### src/hw/ecp_pkg.sv
// Purpose: shared constants and types for the extended-capabilities parallel port
// Assumes: 8-bit port word, one shared byte FIFO for every FIFO mode
// Notes:   offsets are relative to the configured base address
package ecp_pkg;

   // ****************************************************************
   // register offsets
   // ****************************************************************
   localparam logic [15:0] OFF_DATA     = 16'h0000;
   localparam logic [15:0] OFF_STATUS   = 16'h0001;
   localparam logic [15:0] OFF_CONTROL  = 16'h0002;
   localparam logic [15:0] OFF_FIFO     = 16'h0400;
   localparam logic [15:0] OFF_CFG_B    = 16'h0401;
   localparam logic [15:0] OFF_EXT_CTRL = 16'h0402;

   // ****************************************************************
   // modes of the extended control register
   // ****************************************************************
   typedef enum logic [2:0] {
      MODE_STANDARD    = 3'b000,
      MODE_BIDIR       = 3'b001,
      MODE_COMPAT_FIFO = 3'b010,
      MODE_ECP         = 3'b011,
      MODE_EPP         = 3'b100,
      MODE_RESERVED    = 3'b101,
      MODE_TEST        = 3'b110,
      MODE_CONFIG      = 3'b111
   } port_mode_e;

   // ****************************************************************
   // field positions and reset values
   // ****************************************************************
   localparam int CTL_STROBE   = 0;
   localparam int CTL_AUTOFD   = 1;
   localparam int CTL_INIT     = 2;
   localparam int CTL_SELECTIN = 3;
   localparam int CTL_DIR      = 5;
   localparam int EXT_MODE_LSB = 5;
   localparam int EXT_ERR_DIS  = 2;  // position inside the 3-bit ext_ctl copy
   localparam int EXT_WR_ERR   = 4;  // same bit, position in the written byte
   localparam int RLE_ADDR_BIT = 7;

   localparam logic [7:0] DATA_RESET     = 8'h00;
   localparam logic [5:0] CONTROL_RESET  = 6'h00;
   localparam logic [2:0] EXT_CTRL_RESET = 3'h5;
   localparam logic [7:0] CFG_A_VALUE    = 8'h10;
   localparam int         FIFO_DEPTH     = 16;

   // ****************************************************************
   // link engines and read sources
   // ****************************************************************
   typedef enum logic [2:0] {
      FWD_IDLE    = 3'b000,
      FWD_LOAD    = 3'b001,
      FWD_SETUP   = 3'b010,
      FWD_STROBE  = 3'b011,
      FWD_RELEASE = 3'b100
   } fwd_state_e;

   typedef enum logic [1:0] {
      REV_IDLE   = 2'b00,
      REV_ASK    = 2'b01,
      REV_PUSH   = 2'b10,
      REV_FINISH = 2'b11
   } rev_state_e;

   typedef enum logic [2:0] {
      SRC_NONE    = 3'b000,
      SRC_PINS    = 3'b001,
      SRC_STATUS  = 3'b010,
      SRC_CONTROL = 3'b011,
      SRC_FIFO    = 3'b100,
      SRC_CFG_A   = 3'b101,
      SRC_CFG_B   = 3'b110,
      SRC_EXT     = 3'b111
   } read_src_e;

endpackage

### src/hw/ecp_fifo_mem.sv
// Purpose: storage array of the shared port FIFO
// Assumes: one write and one read address per cycle
// Notes:   read data is registered, so it trails the read address by one cycle
`timescale 1ns/1ns
module ecp_fifo_mem #(
   parameter int WIDTH = 9,
   parameter int DEPTH = 16,
   parameter int AW    = $clog2(DEPTH)
) (
   input  wire logic             clk,
   input  wire logic             rst,
   input  wire logic             wr_en,
   input  wire logic [AW-1:0]    wr_addr,
   input  wire logic [WIDTH-1:0] wr_data,
   input  wire logic [AW-1:0]    rd_addr,
   output logic      [WIDTH-1:0] rd_data
);

   logic [WIDTH-1:0] mem [DEPTH];

   // the array has no reset on purpose: only the output register needs one
   always_ff @(posedge clk) begin
      if (wr_en) begin
         mem[wr_addr] <= wr_data;
      end
   end

   always_ff @(posedge clk or posedge rst) begin
      if (rst) begin
         rd_data <= '0;
      end else begin
         rd_data <= mem[rd_addr];
      end
   end

endmodule // ecp_fifo_mem

### src/hw/ecp_parallel_port_core.sv
// Purpose: extended-capabilities parallel port, host register side and link engines
// Assumes: host strobes are one-cycle pulses synchronous to clk; link inputs too
// Notes:   all state outside u_fifo_mem lives in one struct; two comb processes, one register process
`timescale 1ns/1ns
module ecp_parallel_port_core #(
   parameter int FIFO_DEPTH = ecp_pkg::FIFO_DEPTH,
   parameter int FIFO_AW    = $clog2(FIFO_DEPTH)
) (
   input  wire logic        clk,
   input  wire logic        rst,
   input  wire logic [15:0] base_addr,
   input  wire logic [15:0] io_addr,
   input  wire logic        aen,
   input  wire logic        io_rd,
   input  wire logic        io_wr,
   input  wire logic [7:0]  io_wdata,
   output logic      [7:0]  io_rdata,
   output logic             io_rd_valid,
   input  wire logic [7:0]  pd_in,
   output logic      [7:0]  pd_out,
   output logic             pd_oe,
   output logic             host_clock_out_n,
   output logic             host_flow_out_n,
   output logic             direction_request_out_n,
   output logic             mode_indicate_out_n,
   input  wire logic        peripheral_link_clock,
   input  wire logic        peripheral_flow_ack,
   input  wire logic        direction_change_ack_n,
   input  wire logic        peripheral_request_in_n,
   input  wire logic        select_in,
   output logic             fault_event
);

   typedef struct packed {
      logic [7:0]           data_latch;
      logic [5:0]           control;
      ecp_pkg::port_mode_e  mode;
      logic [2:0]           ext_ctl;
      logic [FIFO_AW-1:0]   head;
      logic [FIFO_AW-1:0]   tail;
      logic [FIFO_AW:0]     count;
      ecp_pkg::fwd_state_e  fwd;
      ecp_pkg::rev_state_e  rev;
      logic [7:0]           link_byte;
      logic                 strobe_n;
      logic                 host_flow_ack;
      logic [6:0]           rle;
      logic [6:0]           remain;
      logic [8:0]           rev_word;
      logic                 rd_pend;
      ecp_pkg::read_src_e   rd_sel;
      logic [7:0]           rdata;
      logic                 rd_valid;
      logic                 fault_prev;
      logic                 fault_pulse;
   } core_state_s;

   localparam core_state_s STATE_RESET = '{
      data_latch: ecp_pkg::DATA_RESET,
      control:    ecp_pkg::CONTROL_RESET,
      mode:       ecp_pkg::MODE_STANDARD,
      ext_ctl:    ecp_pkg::EXT_CTRL_RESET,
      fwd:        ecp_pkg::FWD_IDLE,
      rev:        ecp_pkg::REV_IDLE,
      rd_sel:     ecp_pkg::SRC_NONE,
      strobe_n:   1'b1,
      host_flow_ack:    1'b1,
      fault_prev: 1'b1,
      default:    '0
   };

   localparam logic [FIFO_AW:0] FIFO_FULL_COUNT = (FIFO_AW+1)'(FIFO_DEPTH);

   core_state_s        s;
   core_state_s        next_s;
   logic               push;
   logic               pop;
   logic [8:0]         push_word;
   logic [8:0]         mem_q;
   logic [FIFO_AW-1:0] mem_rd_addr;
   logic [15:0]        offset;
   logic               hit_rd;
   logic               hit_wr;
   logic               is_ecp;
   logic               is_std;
   logic               dir_in;
   logic               fifo_full;
   logic               fifo_empty;
   logic               fwd_run;
   logic               rev_run;

   // ****************************************************************
   // shared FIFO storage
   // ****************************************************************
   // an empty FIFO points the read at the last byte taken, so a read re-reads it
   assign mem_rd_addr = fifo_empty ? s.head - 1'b1 : s.head;

   ecp_fifo_mem #(
      .WIDTH (9),
      .DEPTH (FIFO_DEPTH),
      .AW    (FIFO_AW)
   ) u_fifo_mem (
      .clk     (clk),
      .rst     (rst),
      .wr_en   (push),
      .wr_addr (s.tail),
      .wr_data (push_word),
      .rd_addr (mem_rd_addr),
      .rd_data (mem_q)
   );

   // ****************************************************************
   // decode helpers
   // ****************************************************************
   assign offset     = io_addr - base_addr;
   assign hit_rd     = io_rd && !aen;
   assign hit_wr     = io_wr && !aen;
   assign is_ecp     = (s.mode == ecp_pkg::MODE_ECP);
   assign is_std     = (s.mode == ecp_pkg::MODE_STANDARD) || (s.mode == ecp_pkg::MODE_BIDIR);
   assign dir_in     = s.control[ecp_pkg::CTL_DIR];
   assign fifo_full  = (s.count == FIFO_FULL_COUNT);
   assign fifo_empty = (s.count == '0);
   // forward engine: compat FIFO always outward, ECP only once the link is forward
   assign fwd_run    = (s.mode == ecp_pkg::MODE_COMPAT_FIFO)
                       || (is_ecp && !dir_in && direction_change_ack_n);
   assign rev_run    = is_ecp && dir_in && !direction_change_ack_n;

   // ****************************************************************
   // next state
   // ****************************************************************
   always_comb begin
      next_s             = s;
      push               = 1'b0;
      pop                = 1'b0;
      push_word          = '0;
      next_s.fault_pulse = 1'b0;
      next_s.rd_valid    = 1'b0;
      next_s.fault_prev  = peripheral_request_in_n;

      // answer a read taken one cycle earlier; FIFO data has now left the array
      if (s.rd_pend) begin
         next_s.rd_pend  = 1'b0;
         next_s.rd_valid = (s.rd_sel != ecp_pkg::SRC_NONE);
         case (s.rd_sel)
            ecp_pkg::SRC_PINS:    next_s.rdata = pd_in;
            ecp_pkg::SRC_STATUS:  next_s.rdata = {!peripheral_flow_ack, peripheral_link_clock,
                                                  direction_change_ack_n, select_in,
                                                  peripheral_request_in_n, 3'h0};
            ecp_pkg::SRC_CONTROL: next_s.rdata = {2'h0, s.control};
            ecp_pkg::SRC_FIFO:    next_s.rdata = mem_q[7:0];
            ecp_pkg::SRC_CFG_A:   next_s.rdata = ecp_pkg::CFG_A_VALUE;
            // compress reads low: no hardware compression offered
            ecp_pkg::SRC_CFG_B:   next_s.rdata = 8'h00;
            ecp_pkg::SRC_EXT:     next_s.rdata = {s.mode, s.ext_ctl,
                                                  fifo_full, fifo_empty};
            default:              next_s.rdata = 8'h00;
         endcase
      end

      // host reads
      if (hit_rd) begin
         next_s.rd_pend = 1'b1;
         next_s.rd_sel  = ecp_pkg::SRC_NONE;
         case (offset)
            ecp_pkg::OFF_DATA:     next_s.rd_sel = ecp_pkg::SRC_PINS;
            ecp_pkg::OFF_STATUS:   next_s.rd_sel = ecp_pkg::SRC_STATUS;
            ecp_pkg::OFF_CONTROL:  next_s.rd_sel = ecp_pkg::SRC_CONTROL;
            ecp_pkg::OFF_FIFO: begin
               if (s.mode == ecp_pkg::MODE_CONFIG) begin
                  next_s.rd_sel = ecp_pkg::SRC_CFG_A;
               end else if (s.mode == ecp_pkg::MODE_TEST || (is_ecp && dir_in)) begin
                  next_s.rd_sel = ecp_pkg::SRC_FIFO;
                  pop           = !fifo_empty;
               end
            end
            ecp_pkg::OFF_CFG_B: begin
               if (s.mode == ecp_pkg::MODE_CONFIG) begin
                  next_s.rd_sel = ecp_pkg::SRC_CFG_B;
               end
            end
            ecp_pkg::OFF_EXT_CTRL: next_s.rd_sel = ecp_pkg::SRC_EXT;
            default:               next_s.rd_sel = ecp_pkg::SRC_NONE;
         endcase
      end

      // host writes; a write into a full FIFO is dropped
      if (hit_wr) begin
         case (offset)
            ecp_pkg::OFF_DATA: begin
               if (is_std) begin
                  next_s.data_latch = io_wdata;
               end else if (is_ecp && !dir_in && !fifo_full) begin
                  push      = 1'b1;
                  push_word = {1'b1, io_wdata};
               end
            end
            ecp_pkg::OFF_CONTROL: next_s.control = io_wdata[5:0];
            ecp_pkg::OFF_FIFO: begin
               if ((s.mode == ecp_pkg::MODE_COMPAT_FIFO || (is_ecp && !dir_in)
                    || s.mode == ecp_pkg::MODE_TEST) && !fifo_full) begin
                  push      = 1'b1;
                  push_word = {1'b0, io_wdata};
               end
            end
            ecp_pkg::OFF_EXT_CTRL: begin
               next_s.mode    = ecp_pkg::port_mode_e'(io_wdata[7:ecp_pkg::EXT_MODE_LSB]);
               next_s.ext_ctl = io_wdata[4:2];
               // enabling the error event while the request is already low still fires
               if (is_ecp && s.ext_ctl[ecp_pkg::EXT_ERR_DIS]
                   && !io_wdata[ecp_pkg::EXT_WR_ERR] && !peripheral_request_in_n) begin
                  next_s.fault_pulse = 1'b1;
               end
            end
            default: ;
         endcase
      end

      // ****************************************************************
      // forward engine
      // ****************************************************************
      unique case (s.fwd)
         ecp_pkg::FWD_IDLE: begin
            next_s.strobe_n = 1'b1;
            if (fwd_run && !fifo_empty && !peripheral_flow_ack) begin
               pop        = 1'b1;
               next_s.fwd = ecp_pkg::FWD_LOAD;
            end
         end
         ecp_pkg::FWD_LOAD: begin
            next_s.link_byte = mem_q[7:0];
            // host ack high marks data, low marks an address/run-length byte
            if (is_ecp) begin
               next_s.host_flow_ack = !mem_q[8];
            end
            next_s.fwd = ecp_pkg::FWD_SETUP;
         end
         ecp_pkg::FWD_SETUP: begin
            next_s.strobe_n = 1'b0;
            next_s.fwd      = ecp_pkg::FWD_STROBE;
         end
         ecp_pkg::FWD_STROBE: begin
            if (peripheral_flow_ack) begin
               next_s.strobe_n = 1'b1;
               next_s.fwd      = ecp_pkg::FWD_RELEASE;
            end
         end
         ecp_pkg::FWD_RELEASE: begin
            if (!peripheral_flow_ack) begin
               next_s.fwd = ecp_pkg::FWD_IDLE;
            end
         end
         default: next_s.fwd = ecp_pkg::FWD_IDLE;
      endcase

      // ****************************************************************
      // reverse engine with run-length expansion
      // ****************************************************************
      unique case (s.rev)
         ecp_pkg::REV_IDLE: begin
            if (rev_run) begin
               next_s.host_flow_ack = 1'b0;
               next_s.rev     = ecp_pkg::REV_ASK;
            end
         end
         ecp_pkg::REV_ASK: begin
            if (!peripheral_link_clock) begin
               if (!peripheral_flow_ack && !pd_in[ecp_pkg::RLE_ADDR_BIT]) begin
                  next_s.rle     = pd_in[6:0];
                  next_s.host_flow_ack = 1'b1;
                  next_s.rev     = ecp_pkg::REV_FINISH;
               end else begin
                  next_s.rev_word = {!peripheral_flow_ack, pd_in};
                  next_s.remain   = peripheral_flow_ack ? s.rle : 7'h00;
                  next_s.rle      = peripheral_flow_ack ? 7'h00 : s.rle;
                  next_s.rev      = ecp_pkg::REV_PUSH;
               end
            end
         end
         ecp_pkg::REV_PUSH: begin
            // a full FIFO holds host ack low, which stalls the peripheral
            if (!fifo_full) begin
               push      = 1'b1;
               push_word = s.rev_word;
               if (s.remain == 7'h00) begin
                  next_s.host_flow_ack = 1'b1;
                  next_s.rev     = ecp_pkg::REV_FINISH;
               end else begin
                  next_s.remain = s.remain - 7'h01;
               end
            end
         end
         ecp_pkg::REV_FINISH: begin
            if (peripheral_link_clock) begin
               next_s.rev = ecp_pkg::REV_IDLE;
            end
         end
      endcase

      // error event on the falling edge of the peripheral request, ECP mode only
      if (is_ecp && !s.ext_ctl[ecp_pkg::EXT_ERR_DIS]
          && s.fault_prev && !peripheral_request_in_n) begin
         next_s.fault_pulse = 1'b1;
      end

      // ****************************************************************
      // FIFO pointers
      // ****************************************************************
      if (push) begin
         next_s.tail = s.tail + 1'b1;
      end
      if (pop) begin
         next_s.head = s.head + 1'b1;
      end
      if (push && !pop) begin
         next_s.count = s.count + 1'b1;
      end else if (pop && !push) begin
         next_s.count = s.count - 1'b1;
      end

      // writing standard or bidirectional mode discards anything queued and parks the engines
      if (hit_wr && offset == ecp_pkg::OFF_EXT_CTRL
          && (io_wdata[7:5] == ecp_pkg::MODE_STANDARD || io_wdata[7:5] == ecp_pkg::MODE_BIDIR)) begin
         next_s.head     = '0;
         next_s.tail     = '0;
         next_s.count    = '0;
         next_s.fwd      = ecp_pkg::FWD_IDLE;
         next_s.rev      = ecp_pkg::REV_IDLE;
         next_s.strobe_n = 1'b1;
         next_s.host_flow_ack  = 1'b1;
      end
   end

   always_ff @(posedge clk or posedge rst) begin
      if (rst) begin
         s <= STATE_RESET;
      end else begin
         s <= next_s;
      end
   end

   // ****************************************************************
   // pins and answers
   // ****************************************************************
   assign io_rdata                = s.rdata;
   assign io_rd_valid             = s.rd_valid;
   assign fault_event             = s.fault_pulse;
   assign pd_out                  = is_std ? s.data_latch : s.link_byte;
   assign host_clock_out_n        = is_std ? !s.control[ecp_pkg::CTL_STROBE] : s.strobe_n;
   assign host_flow_out_n         = is_ecp ? s.host_flow_ack : !s.control[ecp_pkg::CTL_AUTOFD];
   assign direction_request_out_n = is_ecp ? !dir_in : s.control[ecp_pkg::CTL_INIT];
   assign mode_indicate_out_n     = is_ecp ? 1'b1 : !s.control[ecp_pkg::CTL_SELECTIN];

   always_comb begin
      case (s.mode)
         ecp_pkg::MODE_STANDARD,
         ecp_pkg::MODE_COMPAT_FIFO: pd_oe = 1'b1;
         ecp_pkg::MODE_ECP:         pd_oe = !dir_in && direction_change_ack_n;
         default:                   pd_oe = !dir_in;
      endcase
   end

endmodule // ecp_parallel_port_core

### config.mk
export PLATFORM = sky130hd
export DESIGN_NAME = ecp_parallel_port_core
export DESIGN_NICKNAME = d
export VERILOG_FILES = /design/src/hw/ecp_pkg.sv /design/src/hw/ecp_fifo_mem.sv /design/src/hw/ecp_parallel_port_core.sv
export SDC_FILE = /design/constraint.sdc
export NUM_CORES = 1
export LEC_CHECK = 0
export ABC_CLOCK_PERIOD_IN_PS = 4100
export CORE_MARGIN = 2
export CORE_UTILIZATION = 38
export CTS_CLUSTER_DIAMETER = 80
export DETAILED_ROUTE_END_ITERATION = 12
export DONT_BUFFER_PORTS = 1
export HOLD_SLACK_MARGIN = 0.15
export PLACE_DENSITY = 0.56
export SLEW_MARGIN = 10
export SYNTH_ARGS = -nofsm -noshare
export SYNTH_HDL_FRONTEND = slang
export SYNTH_SLANG_ARGS = --single-unit
### constraint.sdc
create_clock -name clk -period 4.1 [get_ports clk]
set_clock_uncertainty 0.2 [all_clocks]
set_input_delay 0.41 -clock clk [delete_from_list [all_inputs] [get_ports clk]]
set_output_delay 0.41 -clock clk [all_outputs]
set_load 0.005 [all_outputs]
==> results of run 1 <==
-- cell families (layout without fill, tap and decap cells) --
group | count (synthesis) | after routing | synth area share [%]
and+or+nand+nor | 243 | 243 | 10.22
DFF | 239 | 239 | 57.89
AOI/OAI and AO/OA | 164 | 164 | 9.222
buffers and inverters | 102 | 212 | 3.704
muxes | 97 | 97 | 13.93
adders and majority gates | 35 | 35 | 3.909
xor gates and xnor gates | 15 | 15 | 1.134
-- state kept, by name, summed over array words and instances (netlist names) --
name	flops
dir_in	1
io_rdata	8
io_rd_valid	1
u_fifo_mem.mem	144
fault_event	1
s	75
u_fifo_mem.rd_data	9
-- worst reg2reg max path, stage by stage (launching register included) --
cell and delay, ps:
sky130_fd_sc_hd__dfrtp_1 430, sky130_fd_sc_hd__nor4_1 520, sky130_fd_sc_hd__nor2b_1 550, sky130_fd_sc_hd__buf_4 260
sky130_fd_sc_hd__xnor2_2 140, sky130_fd_sc_hd__buf_12 300, sky130_fd_sc_hd__mux4_2 650, sky130_fd_sc_hd__mux4_2 510
-- worst max path at each step --
stage                           from                 to  slack [ps]  cells past startpoint
after floorplan           io_addr[0]  s[57]$_DFFE_PP0P_        -240                     20
after global placement    io_addr[0]  s[57]$_DFFE_PP0P_        -240                     21
after detailed placement  io_addr[0]  s[57]$_DFFE_PP0P_        -310                     21
after CTS                 io_addr[0]  s[57]$_DFFE_PP0P_         200                     21
after global routing      io_addr[0]  s[57]$_DFFE_PP0P_          20                     21
final                     io_addr[0]  s[51]$_DFFE_PP0P_         240                     15
-- area by class of cell --
cell class                 count  area, um^2  area share, %
sequential                   239        6708          48.64
multi-input combinational    554        4571          33.14
inverter                      58       235.2          1.706
tap                          390       488.0          3.538
timing repair buffer         106       915.9          6.641
clock inverter                16       190.2          1.379
clock buffer                  32       683.2          4.954
-- metal layers --
layer  wire length [um]  vias up
met2              12940      183
met1              11690     3709
met5                  0        -
li1                   -     3541
met4                718        0
met3               1310       50
-- cells in the mapped netlist, drive strengths merged (6+ instances only) --
library cell / number
nand2b: 14
o21ai: 42
o22ai: 9
inv: 58
xnor2: 6
a22oi: 12
a222oi: 9
nand2: 75
dfrtp: 90
nand3: 19
nor3: 23
ha: 33
xor2: 9
and3: 9
mux2i: 6
and2: 6
mux4: 45
or3: 10
clkbuf: 26
buf: 18
a21o: 8
mux2: 46
edfxtp: 144
a21oi: 41
nor2: 55
nor2b: 13
-- power breakdown --
group          internal (W)  switching [W]  leakage [nW]
logic              0.000252       0.000288          2.35
registers           0.00261      0.0000587          2.30
clock network       0.00143       0.000927         0.421
-- through the flow --
step                area (um^2)  instances  setup slack [ps]  utilization [%]  total power (W)
detailed placement        12580       1314            -310.2            42.23         0.003216
finish                    13790       1395             237.0            46.28         0.005567
CTS                       13790       1395             199.4            46.27         0.005629
global placement          12580       1314            -236.4            42.23         0.003210
global route              13790       1395             19.52            46.28         0.005804
floorplan                 11690        895            -237.7                -         0.003065
-- what timing repair did --
action	4_1_cts	5_1_grt
endpoints found under the setup margin	0	2
hold buffers	33	0
endpoints found under the hold margin	261	0
gates resized for setup	0	1
==> results by stage, run 1 <==
Cells and area:
- The fraction of layout instances using a drive strength above 1 is approximately a quarter.
- The area growth from synthesis to layout is 19.01%.
- In the layout the commonest cells are sky130_fd_sc_hd__edfxtp_1, sky130_fd_sc_hd__dfrtp_1, sky130_fd_sc_hd__nand2_1.
- The library cell used most frequently in the layout, excluding fill and tap cells, is sky130_fd_sc_hd__edfxtp_1.
- The number of nets at the end of the flow is roughly 1100.
- The total of fill cells in the finished design is 2676.
- The count of inserted antenna diode cells is 0.

Setup path:
- The worst register-to-register path ends at u_fifo_mem.rd_data[0]$_DFF_PP0_.
- The worst endpoint data arrival time is roughly 4000 ps.
- The largest driver fanout on the critical path is 17.
- The total buffers and inverters traversed by the critical path is 4.
- The worst setup path is of the primary input to register kind.
- The worst register-to-register path has a setup slack of roughly 400 ps.
- STA classifies the critical path endpoint as a register.
- The signal on the critical path passes through inv_12 > ha_4 > fa_2 > and2b_2 > o21ai_2 > or3_1 > a2111oi_2 > o2111ai_1 > buf_4 > nor3_1 > and4_1 > nor3b_2 > dlygate4sd3_1 > buf_4 > nor4_1.
- For the worst setup path, the data required time is between 4000 and 5000 ps.
- On the critical path the largest part of the delay comes from simple AND/OR/NAND/NOR gates.
- On the critical path, the stage with the largest delay is an instance of sky130_fd_sc_hd__dlygate4sd3_1.
- The most numerous cell type found on the critical path is sky130_fd_sc_hd__buf_4.
- The startpoint identified for the worst register-to-register timing path is s[54]$_DFFE_PP0P_.
- The delay of the slowest cell on the worst path is between 500 and 600 ps.
- STA classifies the critical path startpoint as a primary input.
- The length in cells of the worst reg-to-reg path is 7.

CTS:
- TritonCTS built the clock tree.
- At the later pin of the worst-skew pair, clock insertion delay measures 530 ps.
- The H-tree level count is 1.
- The cell chosen for the clock root is sky130_fd_sc_hd__clkbuf_16.
- The post-CTS clock slew at the launch and capture registers of the worst setup and hold paths is 60 ps.
- The number of clock sinks is 239.
- The TritonCTS buffer count is 26.
- The total setup buffers inserted after CTS is 0.
- No sink is reached through more buffers than the 3 on the longest clock path.

Route:
- The routed layout has 7483 vias.
- In the routed design, unresolved DRC markers number 0.
- The average wire per standard cell is between 15 and 20 um.
- The total wirelength of the detailed-routed design is about 27000 um.
- Dividing the detail-routed via count by the number of cells gives roughly 5.4.
- The post-detailed-route count of antenna-violating nets is 0.
- The number of DRC markers in iteration 0 is roughly 510.
- The first TritonRoute pass finished after 5 iterations.

Flow run:
- Max-cap violations in this run came to 0.

Worst hold path:
- The hold-critical path depth is 3.
- The worst hold path terminates at s[24]$_DFFE_PP0P_.
- The path class of the tightest hold or removal check is primary input to register.
- The worst hold path startpoint is peripheral_flow_ack.

Power:
- The static leakage is 5.074 nW.
- IR analysis of the VDD net gives a maximum drop of 0.2625 mV.
- For this design the ratio of total power to cell area is between 400 and 500 mW/mm^2.

Place:
- The number of input and output port buffers inserted is 0.
- The detailed placement HPWL is approximately 19000 um.
- Routability-driven placement finished with a final weighted congestion of 0.8137.

STA:
- The transition time at the pin with the least slew margin is roughly 950 ps.
- Final hold analysis gives a worst-case slack of 190.5 ps.
- The accumulated negative setup slack is 0 ps.
- For this run, the top clock speed supported by timing is 258.9 MHz.
- The final number of hold-violating endpoints came to 0.
- The final count of pins violating max slew is 0.
- The max-slew headroom at the worst pin is a little over a third.
- The final period demand of the worst path is between 3000 and 4000 ps.
- The ratio of final minimum period to clock period is between 90 and 100%.
- Setup violations remaining at the end of the flow were counted as 0.
- Setup repair after global routing left no endpoint under its margin.

Synthesis:
- After synthesis, flip-flops and latches occupy 57.89% of the total area.
- In this run the biggest area consumer among cell types represents a little under two fifths of the synthesized area.
- The cell area after synthesis is around 0.012 mm^2.
- The count of warnings emitted by yosys is 0.
- After synthesis, the cell types taking the most area are sky130_fd_sc_hd__edfxtp_1, sky130_fd_sc_hd__dfrtp_1, sky130_fd_sc_hd__mux4_2.
- The net count after synthesis is approximately 990.
- The number of flops mapped to enable cells by yosys is 144.
- A synthesized cell averages between 10 and 15 um^2.
- The post-synthesis async set-or-reset flop share is between 30% and 40%.
- The leading area contributor after synthesis is sky130_fd_sc_hd__edfxtp_1.
- Synthesis handed over a netlist of around 900 instances.
- Counting flops and latches in the post-synthesis netlist gives about 240.
- The most used flip-flop cell after synthesis is sky130_fd_sc_hd__edfxtp_1.
- The distinct cell type count of the synthesized netlist is between 60 and 70.

Global routing:
- The wire length of the first global-routing pass is 42390 um.
- The highest-utilization routing layer at the global route stage is met2.
- In the global route stage, met3 resource usage came out at 2.792%.
- The via count of the first global-routing pass is approximately 7500.
- For met1 alone, demand over resource in global routing was about 23%.
- Across every metal layer, demand over resource in global routing totals between 15 and 20%.
- The initial antenna violation count is 0.
- The residual overflow from global routing is 0.
- The met2 capacity usage during global routing is between 20% and 30%.
- The pin count of the biggest net entering global routing is just under 70.

Floorplan:
- Once the floorplan was initialized, standard cells occupied 38.89% of the core.
- The area of the die is ~0.032 mm^2.
- The core area is 0.02980 mm^2.
- 81 I/O pins were placed.
- Measured along the x axis, the die boundary spans between 150 and 200 um.
- The floorplan has 63 rows.
- The die span in y is approximately 180 um.

Outcome:
- The run finished with clean final reports.
Note: power is estimated with default switching activity, not from simulation.
==> inputs of run 2 (changes only) <==
Settings changed: MAX_ROUTING_LAYER from default to met4.
==> results by stage, run 2 (synthesis results as in run 1) <==
Power:
- Across the VDD grid, the largest voltage drop is ~0.26 mV.
- Total power for the finished layout comes to 0.005569 W.
- For this design the ratio of total power to cell area is a little over 400 mW/mm^2.
- The analysis attributes to cell leakage a power of between 5 and 6 nW.

Global routing:
- The via count of the first global-routing pass is between 7000 and 8000.
- The initial antenna violation count was 0.
- Entering global routing, the biggest net connects just under 70 pins.
- The wire length of the first global-routing pass is roughly 42000 um.
- The global-route usage over all layers is 17.50%.
- The residual overflow from global routing is 0.

Route:
- The via count is 7451.
- In this run the remaining antenna-violating nets after routing total 0.
- Dividing the detail-routed via count by the number of cells gives 5.341.
- The routed design has approximately 27000 um of wire.
- For this run, the detailed router's first-pass iteration total came to 5.
- The number of design rule violations left after detail routing is 0.
- The number of DRC markers in iteration 0 is 497.
- The average wire per standard cell is 19.13 um.

Cells and area:
- Leaving out fill and tap cells, the most frequent cell in the layout is sky130_fd_sc_hd__edfxtp_1.
- The total of fill cells in the finished design is 2676.
- Leaving out fill and tap cells, the most frequent cells in the layout are sky130_fd_sc_hd__edfxtp_1, sky130_fd_sc_hd__dfrtp_1, sky130_fd_sc_hd__nand2_1.
- The fraction of layout instances using a drive strength above 1 is 23.28%.
- The post-route non-filler standard cell count is between 1000 and 1500.
- The top register by number of flip-flops is u_fifo_mem.mem.
- The synthesis-to-layout area growth is 19.01%.
- The largest registers in the layout are u_fifo_mem.mem (144), s (75), u_fifo_mem.rd_data (9).
- The count of inserted antenna diode cells is 0.
- The final core area utilization is a little under half.
- The number of nets at the end of the flow is 1078.
- The flip-flop count of the largest register after layout is approximately 140.

STA:
- Setup total negative slack on the finished layout was measured at 0 ps.
- The final period demand of the worst path is 3866 ps.
- Timing would allow up to 258.6 MHz.
- Measured against its own limit, the worst slew margin works out to 35.43%.
- The number of setup violations in the final report is 0.
- For the pin with the worst max-slew slack, the measured transition is slightly below 1000 ps.
- Setup repair after global routing left no endpoint under its margin.
- The final number of hold-violating endpoints is 0.
- The final count of pins violating max slew came to 0.
- The worst path uses between 90% and 100% of the clock period.

Setup path:
- The worst setup path is captured at a register.
- In this design, the critical path's most frequently occurring cell is sky130_fd_sc_hd__buf_4.
- The slowest stage of the critical path is the sky130_fd_sc_hd__dlygate4sd3_1 cell.
- The largest driver fanout on the critical path is 17.
- The critical path class is primary input to register.
- The required arrival time at the worst endpoint is about 4300 ps.
- Walking the worst path, the cells encountered are inv_12 > ha_4 > fa_2 > and2b_2 > o21ai_2 > or3_1 > a2111oi_2 > o2111ai_1 > buf_4 > nor3_1 > and4_1 > nor3b_2 > dlygate4sd3_1 > buf_4 > nor4_1.
- The critical path startpoint category is a primary input.
- At the worst endpoint, the arrival time is ~4100 ps.
- For this run, the slowest stage of the critical path takes 590 ps.

CTS:
- CTS built an H-tree with a depth of 1.
- After clock tree synthesis, the clock-pin slew on the worst setup and hold paths is 60 ps.
- The TritonCTS clock tree is done.
- The number of clock sinks is roughly 240.
- The buffer levels on the longest clock path is 3.
- The cell chosen for the clock root is sky130_fd_sc_hd__clkbuf_16.
- The clock reaches the later pin of the worst-skew pair after around 530 ps.
- The total setup buffers inserted after CTS is 0.
- Buffers inserted during clock tree synthesis total 26.

Place:
- The number of placed instances, taps included is about 1300.
- The number of input and output port buffers inserted is 0.
- The routability congestion estimate from global placement is 0.8264.
- Detailed placement ended at an HPWL of roughly 19000 um.

Floorplan:
- 81 I/O pins were placed.
- The core area is between 0.02 and 0.03 mm^2.
- The die span in y is roughly 180 um.
- The effective utilization at floorplan is a little under 40%.
- The horizontal die dimension is between 150 and 200 um.
- The die covers ~0.032 mm^2.
- The number of rows created at floorplan is 63.

Outcome:
- The run finished with clean final reports.

Flow run:
- The total of max-cap violations is 0.

Worst hold path:
- The type of the worst min-delay path is primary input to register.
==> run 2: cell counts in the layout (fill, tap and decap cells not counted) <==
No cell type changed its count.
==> run 2: worst paths after layout <==
check,cells after the start,startpoint,slack [ps],end
hold reg to reg,1,s[43]$_DFFE_PP0N_,300,s[43]$_DFFE_PP0N_
max in group asynchronous,3,rst,2400,s[66]$_DFFE_PP1P_
hold / removal,3,peripheral_link_clock,180,s[36]$_DFFE_PP0P_
min in group asynchronous,2,rst,360,s[27]$_DFFE_PP0P_
setup reg to reg,7,s[54]$_DFFE_PP0P_,420,u_fifo_mem.rd_data[0]$_DFF_PP0_
setup / recovery,15,io_addr[0],230,s[51]$_DFFE_PP0P_
==> run 2: layer usage <==
metal	global-route usage (%)	wire (um)	vias up	part of all wire [%]
li1	-	-	3549	-
met1	22.63	11860	3690	44
met2	28.52	12910	166	48
met3	2.771	1200	46	4.5
met4	5.217	709	0	2.7
met5	-	0	-	0
==> run 2: stage by stage <==
| step | setup WS (ps) | cell area, um^2 | hold WS [ps] |
|---|---|---|---|
| after floorplan | -237.7 | 11690 | 214.5 |
| after global placement | -236.4 | 12580 | 215.1 |
| after detailed placement | -310.2 | 12580 | 215.2 |
| after CTS | 199.4 | 13790 | 166.9 |
| after global routing | 19.55 | 13790 | 199.0 |
| final | 233.5 | 13790 | 183.7 |
==> run 2: critical path, delay by kind of cell <==
family                   cells  cell delay (ps)
buffers and inverters        4             1030
AO/OA/AOI/OAI                3              600
adder cells (fa/ha/maj)      2              460
AND/OR/NAND/NOR              6             1540
==> run 2: where the power goes <==
group	total, W	leakage (nW)	switching [W]	internal [W]
sequential	0.00266	2.30	0.0000577	0.00261
clock	0.00236	0.421	0.000930	0.00143
combinational	0.000540	2.35	0.000288	0.000252
total	0.00557	5.07	0.00128	0.00429
==> run 2: area by class of cell <==
type	instances	area (um^2)	share of cell area [%]
clock buffer	32	683.2	4.954
clock inverter	16	190.2	1.379
inverter	58	235.2	1.706
multi-input combinational	554	4571	33.14
sequential	239	6708	48.64
tap	390	488.0	3.538
timing repair buffer	106	915.9	6.641
==> run 2: timing repair <==
| action | 4_1_cts | 5_1_grt |
|---|---|---|
| endpoints found under the setup margin | 0 | 2 |
| hold buffers | 33 | 0 |
| resized for setup | 0 | 1 |
| endpoints found under the hold margin | 261 | 0 |
